`config.mk`:
```
export PLATFORM = sky130hd
export DESIGN_NAME = fds_separator
export DESIGN_NICKNAME = d
export VERILOG_FILES = /design/src/logic/fds_pkg.sv /design/src/logic/fds_separator.sv
export SDC_FILE = /design/constraint.sdc
export NUM_CORES = 1
export LEC_CHECK = 0
export BUFFER_PORTS_ARGS = -buffer_cell sky130_fd_sc_hd__buf_4
export CORE_MARGIN = 1.5
export CORE_UTILIZATION = 35
export DETAILED_ROUTE_END_ITERATION = 8
export PLACE_DENSITY = 0.56
export SYNTH_ARGS = -nofsm -noshare
export SYNTH_HDL_FRONTEND = slang
export SYNTH_SLANG_ARGS = --single-unit
export TNS_END_PERCENT = 1
```
`constraint.sdc`:
```
create_clock -name ref_clk_i -period 8.3 [get_ports ref_clk_i]
set_clock_uncertainty 0.05 [all_clocks]
set_input_delay 0.83 -clock ref_clk_i [delete_from_list [all_inputs] [get_ports ref_clk_i]]
set_output_delay 0.83 -clock ref_clk_i [all_outputs]
set_load 0.01 [all_outputs]
```
`src/logic/fds_pkg.sv`:
```
// Operation
// - Internal clock is the reference clock divided by 1, 2, 4 or 8.
// - Leading edges of disk pulses adjust the window phase.
// - Without correction a window period is 16 internal clocks.
// - Every corrected window period stays within 12 to 22 internal clocks.
// - Separate short-term and long-term phase correctors are provided.
// - One active-low raw pulse input carries interleaved clock and data.
// - A separated window clock output frames the sampling windows.
// - Recovered data leaves on its own active-low separated data output.
package fds_pkg;

  // ==========================================================================
  // Window timing, counted in internal clock ticks.
  localparam logic [4:0] FDS_NOM_PERIOD = 5'h10;
  localparam logic [4:0] FDS_MIN_PERIOD = 5'h0c;
  localparam logic [4:0] FDS_MAX_PERIOD = 5'h16;
  localparam logic [2:0] FDS_SEPARATED_DATA_N_TICKS = 3'h4;

  // ==========================================================================
  // Corrector limits; short plus long spans -4 to +6 around nominal.
  localparam logic signed [5:0] FDS_SHORT_MIN = -6'sd2;
  localparam logic signed [5:0] FDS_SHORT_MAX = 6'sd3;
  localparam logic signed [5:0] FDS_LONG_MIN = -6'sd2;
  localparam logic signed [5:0] FDS_LONG_MAX = 6'sd3;
  localparam logic signed [7:0] FDS_INTEG_TH = 8'sd16;

  // ==========================================================================
  // Reset values.
  localparam logic [4:0] FDS_PERIOD_RST = FDS_NOM_PERIOD;
  localparam logic [2:0] FDS_DIV_RST = 3'h0;

  typedef logic signed [5:0] fds_err_t;

endpackage

```
`src/logic/fds_separator.sv`:
```
`timescale 1ns/1ps
module fds_separator (
  input wire logic ref_clk_i,           // Reference clock, 10 MHz.
  input wire logic sys_rst_i,           // Synchronous reset, active high.
  input wire logic raw_disk_pulse_n_i,  // Raw drive pulses, active low.
  input wire logic divider_select_lo_i, // Divider select, low bit.
  input wire logic divider_select_hi_i, // Divider select, high bit.
  input wire logic bit_ready_i,         // Receiver takes a recovered bit.
  output logic separated_window_clock_o, // Separated window clock.
  output logic separated_data_n_o,       // Separated data, active low.
  output logic bit_valid_o,              // Recovered bit available.
  output logic bit_data_o,               // Recovered bit value.
  output logic bit_accept_o              // Buffer has room for a bit.
);
  import fds_pkg::*;

  // ==========================================================================
  // Divider select decode, shared by the divider and its checker.
  function automatic logic [2:0] div_limit(input logic [1:0] sel);
    unique case (sel)
      2'h0: div_limit = 3'h0;
      2'h1: div_limit = 3'h1;
      2'h2: div_limit = 3'h3;
      default: div_limit = 3'h7;
    endcase
  endfunction

  // ==========================================================================
  // Synchronisers: the pins come from outside this clock's domain.
  logic [2:0] raw_reg, raw_next;
  logic [1:0] sel1_reg, sel1_next, sel_reg, sel_next;
  logic fall;

  always_comb begin
    raw_next = {raw_reg[1:0], raw_disk_pulse_n_i};
    sel1_next = {divider_select_hi_i, divider_select_lo_i};
    sel_next = sel1_reg;
  end

  always_ff @(posedge ref_clk_i) begin
    if (sys_rst_i) begin
      raw_reg <= 3'h7;
      sel1_reg <= 2'h0;
      sel_reg <= 2'h0;
    end else begin
      raw_reg <= raw_next;
      sel1_reg <= sel1_next;
      sel_reg <= sel_next;
    end
  end

  // Leading (falling) edge of the active-low pulse.
  assign fall = raw_reg[2] & ~raw_reg[1];

  // ==========================================================================
  // Divider producing one internal tick every 1, 2, 4 or 8 cycles.
  logic [2:0] div_reg, div_next;
  logic tick;

  always_comb begin
    tick = (div_reg >= div_limit(sel_reg));
    div_next = tick ? 3'h0 : div_reg + 3'h1;
  end

  always_ff @(posedge ref_clk_i) begin
    if (sys_rst_i) begin
      div_reg <= FDS_DIV_RST;
    end else begin
      div_reg <= div_next;
    end
  end

  // ==========================================================================
  // Window phase, correctors and separated outputs.
  logic [4:0] phase_reg, phase_next, period_reg, period_next;
  logic seen_reg, seen_next, emitted_reg, emitted_next;
  fds_err_t err_reg, err_next, long_reg, long_next;
  logic signed [7:0] integ_reg, integ_next;
  logic [2:0] pcnt_reg, pcnt_next;
  logic win_reg, win_next, separated_data_n_n_reg, separated_data_n_n_next;
  logic wrap, cur_seen, push;
  logic [4:0] half;
  fds_err_t edge_err, cur_err, short_corr, half_err;
  logic signed [7:0] integ_sum;

  always_comb begin
    half = period_reg >> 1;
    wrap = tick && (phase_reg == period_reg - 5'h1);
    edge_err = fds_err_t'({1'b0, phase_reg}) - fds_err_t'({1'b0, half});
    cur_seen = seen_reg | fall;
    cur_err = fall ? edge_err : err_reg;
    phase_next = phase_reg;
    period_next = period_reg;
    seen_next = seen_reg;
    err_next = err_reg;
    long_next = long_reg;
    integ_next = integ_reg;
    emitted_next = emitted_reg;
    pcnt_next = pcnt_reg;
    push = 1'b0;
    // Short-term corrector: half the phase error, clamped.
    half_err = cur_err >>> 1;
    if (half_err < FDS_SHORT_MIN) begin
      short_corr = FDS_SHORT_MIN;
    end else if (half_err > FDS_SHORT_MAX) begin
      short_corr = FDS_SHORT_MAX;
    end else begin
      short_corr = half_err;
    end
    integ_sum = integ_reg + 8'(cur_err);
    // An edge stores its phase error for this window.
    if (fall) begin
      seen_next = 1'b1;
      err_next = edge_err;
    end
    if (tick) begin
      phase_next = phase_reg + 5'h1;
      if (pcnt_reg != 3'h0) begin
        pcnt_next = pcnt_reg - 3'h1;
      end
    end
    // One data pulse per window, inside the data half.
    if (tick && !wrap && cur_seen && !emitted_reg &&
        (phase_reg + 5'h1 >= half)) begin
      pcnt_next = FDS_SEPARATED_DATA_N_TICKS;
      emitted_next = 1'b1;
    end
    if (wrap) begin
      phase_next = 5'h0;
      seen_next = 1'b0;
      err_next = '0;
      emitted_next = 1'b0;
      pcnt_next = 3'h0;
      push = 1'b1;
      // Long-term corrector integrates the error and steps slowly.
      if (integ_sum >= FDS_INTEG_TH) begin
        integ_next = '0;
        if (long_reg < FDS_LONG_MAX) begin
          long_next = long_reg + 6'sd1;
        end
      end else if (integ_sum <= -FDS_INTEG_TH) begin
        integ_next = '0;
        if (long_reg > FDS_LONG_MIN) begin
          long_next = long_reg - 6'sd1;
        end
      end else begin
        integ_next = integ_sum;
      end
      // Nominal 16, corrected 12 to 22.
      // Bounded steps keep the period between 12 and 22.
      period_next = 5'(FDS_NOM_PERIOD + 5'(short_corr) + 5'(long_next));
    end
    // Window clock is high in the first half of the period.
    win_next = (phase_next < (period_next >> 1));
    // Separated data is low while the pulse counter runs.
    separated_data_n_n_next = (pcnt_next == 3'h0);
  end

  always_ff @(posedge ref_clk_i) begin
    if (sys_rst_i) begin
      phase_reg <= 5'h0;
      period_reg <= FDS_PERIOD_RST;
      seen_reg <= 1'b0;
      err_reg <= '0;
      long_reg <= '0;
      integ_reg <= '0;
      emitted_reg <= 1'b0;
      pcnt_reg <= 3'h0;
      win_reg <= 1'b1;
      separated_data_n_n_reg <= 1'b1;
    end else begin
      phase_reg <= phase_next;
      period_reg <= period_next;
      seen_reg <= seen_next;
      err_reg <= err_next;
      long_reg <= long_next;
      integ_reg <= integ_next;
      emitted_reg <= emitted_next;
      pcnt_reg <= pcnt_next;
      win_reg <= win_next;
      separated_data_n_n_reg <= separated_data_n_n_next;
    end
  end

  assign separated_window_clock_o = win_reg;
  assign separated_data_n_o = separated_data_n_n_reg;

  // ==========================================================================
  // Two-entry buffer for recovered bits; a full buffer drops the new bit,
  // since the disk cannot be stalled, and bit_accept_o tells the receiver.
  logic [1:0] mem_reg, mem_next, cnt_reg, cnt_next;
  logic wp_reg, wp_next, rp_reg, rp_next, do_push, do_pop;

  always_comb begin
    do_push = push && (cnt_reg != 2'h2);
    do_pop = bit_ready_i && (cnt_reg != 2'h0);
    mem_next = mem_reg;
    if (do_push) begin
      mem_next[wp_reg] = cur_seen;
    end
    wp_next = wp_reg ^ do_push;
    rp_next = rp_reg ^ do_pop;
    cnt_next = 2'(cnt_reg + {1'b0, do_push} - {1'b0, do_pop});
  end

  always_ff @(posedge ref_clk_i) begin
    if (sys_rst_i) begin
      mem_reg <= 2'h0;
      cnt_reg <= 2'h0;
      wp_reg <= 1'b0;
      rp_reg <= 1'b0;
    end else begin
      mem_reg <= mem_next;
      cnt_reg <= cnt_next;
      wp_reg <= wp_next;
      rp_reg <= rp_next;
    end
  end

  assign bit_valid_o = (cnt_reg != 2'h0);
  assign bit_data_o = mem_reg[rp_reg];
  assign bit_accept_o = (cnt_reg != 2'h2);

  // ==========================================================================
  // Checks.
  logic [2:0] gap_reg;
  always_ff @(posedge ref_clk_i) begin
    if (sys_rst_i || tick) begin
      gap_reg <= 3'h0;
    end else begin
      gap_reg <= gap_reg + 3'h1;
    end
  end
endmodule

```
==> flow_summary.ini, run 1 <==
[sta]
period_minus_slack_ns = 6.31
fin_crit_sh_pct = 76.0
finalSetupViolations = 0
max_slew_margin_pct = 26.7
hold_viol = 0
drv_slew = 0
setup_ws_ns = 1.99
fin_setup_tns_ns = 0
fmax_mhz = 158
rsz0062_at_grt = no
worst_pin_slew_ns = 1.10

[placement]
hpwl_um = 5390
port_buffers = 10
place.gp.congestion = 0.813
dp_slack_ns = 1.99

[pwr]
power.density_nw_per_um2 = 163
leakage_nw = 1.65
seq_power_share_pct = 45.3
switching_power_w = 0.000210
p_int_w = 0.000421
p_clk_share_pct = 25.9
irDropWorstVdd_v = 0.0000806
netSwitchingFraction_pct = 33.3
comb_power_share_pct = 28.9

[worst_setup_path]
critPathArrivalTime_ns = 6.49
rr_endpoint = separated_window_clock_o$_SDFF_PP1_
start_kind = register
worst_ep_required_time_ns = 8.48
ff2ff_path_depth = 24
worstSetupPathType = register to register
ff2ff_setup_slack_ns = 1.99
cp_max_fo = 9
critPathCaptureType = register
r2r-start = phase_reg[0]$_SDFF_PP0_

[clocking]
clock_latency_ns = 0.32
clockBufferDepth = 2
cts.repair.resized = 0
clk_pin_slew_ns = 0.12
numCtsBuffers = 5
tritoncts = yes
postCtsSetupBuffers = 0
hold_buffers = 0
cts-root-buf = clkbuf_8
htree_levels = 2
numClockSinks = 53

[yosys]
synthTopCellsByArea = dfxtp_1 (30%), ha_1 (15%), xnor2_1 (4.9%)
syn_area_um2 = 3590
netlist_instances = 404
yosys.cell_count.top_type = dfxtp_1
ys_seq_elements = 53
async_flop_share_pct = 0
syn_area_per_cell_um2 = 8.88
yosysTopAreaCell = dfxtp_1
netlist_top_cells_count = dfxtp_1 (53), ha_1 (43), inv_1 (28), nor2_1 (27), nand2_1 (22)
synth_top_area_share_pct = 29.6
yosysWarningCount = 0
synthFlopType = dfxtp_1
ys_types = 67
ys_seq_area_share_pct = 29.6
synth_edf_count = 0
synth_nets = 456

[hold_path]
hp-class = register to register
hold_end = raw_reg[1]$_SDFF_PP1_
hold_depth = 1
min_from = raw_reg[0]$_SDFF_PP1_

[grt]
grt_pass1_wl_um = 12800
grt_antenna_before_repair = 0
grt_pass1_vias = 2725
grt_usage_pct = 14.3
grt_overflow_total = 0
grt_start_max_net_pins = 40

[drt]
drt_drc_violations_left = 0
dr.pass1.iters = 4
ant_nets = 0
detail_route.vias_per_cell = 5.08
wl_um = 7300
avgRoutedWirePerCell_um = 13.5
drt_iter0_drc = 158
via_count = 2750

[die]
dieArea_um2 = 10900
start_util_pct = 36.4
fp.coreArea_um2 = 9860
chipWidth_um = 104
ioPinCount = 11
die_h_um = 104
num_rows = 36

[finish]
fin_util_pct = 39.3
nNetsFinal = 459
antenna_cells = 0
fillers = 998
area_growth_pct = 7.98
drive_gt1_share_pct = 11.0
largest_reg_flops = 8

[flow_run]
cap_violations = 0

[status]
status = complete, no violations
==> worst max-delay path: stages (launching register included) <==
cell and delay [ns]:
dfxtp_1 0.54, inv_1 0.09, ha_1 0.23, inv_1 0.07
fa_1 0.41, mux2_2 0.34, fa_1 0.46, a211oi_1 0.35
nor3_1 0.10, or3b_1 0.48, nor3_2 0.35, or3_1 0.24
mux2i_1 0.31, nand2_1 0.10, xnor2_1 0.14, ha_1 0.30
ha_1 0.32, a21oi_1 0.16, xnor2_1 0.15, xnor2_1 0.16
xnor2_1 0.17, a31oi_1 0.11, ha_1 0.30, o21ai_0 0.07
a41o_1 0.23
==> worst max-delay path by stage <==
stage                                   from                             endpoint  slack (ns)  depth (start not counted)
floorplan            phase_reg[0]$_SDFF_PP0_  separated_window_clock_o$_SDFF_PP1_        2.51                         25
global placement     phase_reg[0]$_SDFF_PP0_  separated_window_clock_o$_SDFF_PP1_        2.04                         24
detailed placement   phase_reg[0]$_SDFF_PP0_  separated_window_clock_o$_SDFF_PP1_        1.99                         25
CTS                  phase_reg[0]$_SDFF_PP0_  separated_window_clock_o$_SDFF_PP1_        1.95                         25
global route        period_reg[1]$_SDFF_PP0_  separated_window_clock_o$_SDFF_PP1_        1.37                         24
finish               phase_reg[0]$_SDFF_PP0_  separated_window_clock_o$_SDFF_PP1_        1.99                         24
==> layout make-up <==
type	instances	area, um^2	share of cell area [%]
timing repair buffer	11	82.6	2.13
clock inverter	3	26.3	0.678
sequential	53	1060	27.4
inverter	28	105	2.71
multi-input combinational	308	2360	61.0
clock buffer	5	68.8	1.78
tap	133	166	4.29
==> placed cells by master, fill, tap and decap left out, types with 6 or more instances in the layout <==
cell | Yosys | routed
a22o_1 | 7 | 7
nand3_1 | 10 | 10
ha_1 | 43 | 43
nor3_1 | 7 | 7
nor2b_1 | 14 | 14
nand2b_1 | 9 | 9
buf_4 | 0 | 11
or3_1 | 7 | 7
dfxtp_1 | 53 | 53
xnor2_1 | 20 | 20
xor2_1 | 8 | 8
a211oi_1 | 6 | 6
nor2_1 | 27 | 27
and2_1 | 6 | 6
a21oi_1 | 21 | 21
nand2_1 | 22 | 22
o21ai_0 | 17 | 17
inv_1 | 28 | 28
==> power by group through the flow <==
stage	clock network, W	logic, W	registers (W)
CTS	0.000173	0.000185	0.000286
detailed placement	0	0.000185	0.000292
global route	0.000181	0.000209	0.000289
floorplan	0	0.000141	0.000288
finish	0.000164	0.000182	0.000286
global placement	0	0.000180	0.000291
==> routing by layer <==
layer  vias to the layer above  global-route usage [%]  routed length (um)
met5                         -                       0                   0
met4                         0                    4.17                  91
met3                         8                    1.88                  99
met2                        18                    24.0                3310
met1                      1284                    19.0                3800
li1                       1440                       -                   -
==> cells by family (layout without fill, tap and decap cells) <==
family	count (synthesis)	count (layout)	synth area share, %
simple gates	134	134	21.2
compound gates	91	91	18.2
flops	53	53	29.6
fa+ha+maj	46	46	16.7
buf+inv	43	47	4.53
xor+xnor	29	29	7.46
mux	8	8	2.34
==> per-stage QoR <==
step	std cells	total power (W)	cell area, um^2	hold slack [ns]
6_report	541	0.000632	3870	0.374
5_1_grt	541	0.000679	3870	0.413
4_1_cts	541	0.000645	3870	0.382
3_5_place_dp	533	0.000476	3780	0.353
3_3_place_gp	533	0.000471	3780	0.352
2_1_floorplan	404	0.000430	3590	0.339
(Power assumes the default switching activity.)
==> inputs of run 2 (changes only) <==
ABC_AREA = 1   (was default)
clock period = 6.1 ns   (was 8.3 ns; I/O delays follow)
==> flow_summary.ini, run 2 <==
[status]
status = complete, no violations

[placement]
place.gp.congestion = 0.851
port_buffers = 10
dp_slack_ns = 0.426
hpwl_um = 6220
place_inst = 660

[finish]
antenna_cells = 0
area_growth_pct = 8.16
nNetsFinal = 583
fin_cells = 668
ff_latch_area_um2 = 1060
drive_gt1_share_pct = 7.52
multi_input_area_um2 = 2270
fillers = 1117
mostFrequentLayoutCell = nand2_1
largest_reg_flops = 8
final_cell_mix = nand2_1 (122), inv_1 (82), dfxtp_1 (53), nor2_1 (47), ha_1 (43)

[grt]
grt_antenna_before_repair = 0
grt_usage_pct = 15.4
grt_pass1_wl_um = 14000
grt_start_max_net_pins = 23
grt_overflow_total = 0
grt_pass1_vias = 3089

[yosys]
synth_edf_count = 0
synth_nets = 573
yosys.cell_count.top_type = nand2_1
async_flop_share_pct = 0
synth_simple_gate_area_share_pct = 27.4
synth_top_area_share_pct = 28.8
ys_types = 36
yosysTopAreaCell = dfxtp_1
yosys.area_share.adder_pct = 16.2
synthMuxAreaShare_pct = 0.816
synth_compound_area_share_pct = 11.9
synthTopCellsByArea = dfxtp_1 (29%), ha_1 (15%), nand2_1 (12%)
netlist_top_cells_count = nand2_1 (122), inv_1 (82), dfxtp_1 (53), nor2_1 (47), ha_1 (43)
syn_area_um2 = 3680
yosysWarningCount = 0
synth_xor_area_share_pct = 5.23
netlist_instances = 521
synthFlopType = dfxtp_1
syn_area_per_cell_um2 = 7.07
ys_seq_elements = 53
synth_top_family_by_area = simple AND/OR/NAND/NOR gates
ys_seq_area_share_pct = 28.8

[sta]
fmax_mhz = 179
period_minus_slack_ns = 5.58
max_slew_margin_pct = 64.5
drv_slew = 0
fin_setup_tns_ns = 0
finalSetupViolations = 0
rsz0062_at_grt = no
setup_ws_ns = 0.518
worst_pin_slew_ns = 0.531
hold_viol = 0
fin_crit_sh_pct = 91.5
holdWs_ns = 0.369

[clocking]
clockBufferDepth = 2
htree_levels = 2
tritoncts = yes
clk_pin_slew_ns = 0.11
numClockSinks = 53
cts-root-buf = clkbuf_8
clock_latency_ns = 0.32
numCtsBuffers = 5
postCtsSetupBuffers = 0

[drt]
ant_nets = 0
via_count = 3186
dr.pass1.iters = 4
drt_drc_violations_left = 0
avgRoutedWirePerCell_um = 12.1
wl_um = 8070
detail_route.vias_per_cell = 4.77
drt_iter0_drc = 125

[flow_run]
cap_violations = 0

[die]
num_rows = 37
ioPinCount = 11
die_h_um = 106
start_util_pct = 35.8
dieArea_um2 = 11100
chipWidth_um = 106
fp.coreArea_um2 = 10300

[hold_path]
hold_depth = 2
hp-class = register to register

[worst_setup_path]
cp_max_fo = 7
rr_endpoint = separated_window_clock_o$_SDFF_PP1_
crit_path_end = separated_window_clock_o$_SDFF_PP1_
slowest_delay_ns = 0.48
ff2ff_setup_slack_ns = 0.52
start_kind = register
worst_ep_required_time_ns = 6.25
cp_common_cell = nand2_1
crit_slowest_cell = fa_1
critPathCaptureType = register
critPathArrivalTime_ns = 5.73
r2r-start = phase_reg[0]$_SDFF_PP0_
worstSetupPathType = register to register
ff2ff_path_depth = 36
crit_start = phase_reg[0]$_SDFF_PP0_

[pwr]
irDropWorstVdd_v = 0.0000803
leakage_nw = 2.03
power.density_nw_per_um2 = 208
run 2: report_power, final:
part,internal [W],switching (W),total [W]
combinational,0.0000945,0.000133,0.000227
sequential,0.000369,0.0000151,0.000384
clock,0.0000841,0.000133,0.000217
run 2: through the flow:
stage / util, % / power, W / area, um^2
detailed placement: 37.8 / 0.000619 / 3890
CTS: 38.7 / 0.000841 / 3980
global route: 38.7 / 0.000888 / 3980
floorplan: - / 0.000561 / 3680
global placement: 37.8 / 0.000612 / 3890
finish: 38.7 / 0.000828 / 3980
run 2: layout make-up:
type,count,area share (%)
Clock buffer,5,1.73
Clock inverter,3,0.629
Inverter,84,7.92
Tap cell,136,4.27
Timing Repair Buffer,10,1.89
Multi-Input combinational cell,377,56.9
Sequential cell,53,26.6
run 2: logic make-up (layout without fill, tap and decap cells):
group                      Yosys count  in the layout
and+or+nand+nor                    232            232
buffers and inverters               91            102
AOI/OAI and AO/OA                   74             74
DFF                                 53             53
adders and majority gates           46             46
xor gates and xnor gates            22             22
muxes                                3              3
run 2: per-layer routing:
| metal | GRT usage, % | part of all wire (%) |
|---|---|---|
| met5 | 0 | 0 |
| met4 | 4.05 | 1.4 |
| met3 | 2.41 | 3.3 |
| met2 | 26.5 | 46 |
| met1 | 20.1 | 49 |
run 2: how the worst min path moves through the flow:
stage | end | startpoint | slack, ns
2_1_floorplan | sel_reg[0]$_SDFF_PP0_ | sel1_reg[0]$_SDFF_PP0_ | 0.34
4_1_cts | sel_reg[1]$_SDFF_PP0_ | sel1_reg[1]$_SDFF_PP0_ | 0.38
3_3_place_gp | sel_reg[1]$_SDFF_PP0_ | sel1_reg[1]$_SDFF_PP0_ | 0.35
5_1_grt | raw_reg[1]$_SDFF_PP1_ | raw_reg[0]$_SDFF_PP1_ | 0.40
3_5_place_dp | raw_reg[1]$_SDFF_PP1_ | raw_reg[0]$_SDFF_PP1_ | 0.35
6_report | sel_reg[1]$_SDFF_PP0_ | sel1_reg[1]$_SDFF_PP0_ | 0.37
run 2: repair_timing:
action,4_1_cts,5_1_grt
resized for setup,0,1
setup endpoints to repair,0,1
hold buffers,0,0
run 2: critical path, delay by kind of cell (launching register included):
| family | cells | cell delay (ns) |
|---|---|---|
| adders and majority gates | 6 | 2.04 |
| and+or+nand+nor | 17 | 1.56 |
| xor gates and xnor gates | 1 | 0.14 |
| buffers and inverters | 7 | 0.46 |
| AOI/OAI and AO/OA | 5 | 0.81 |
| DFF | 1 | 0.40 |
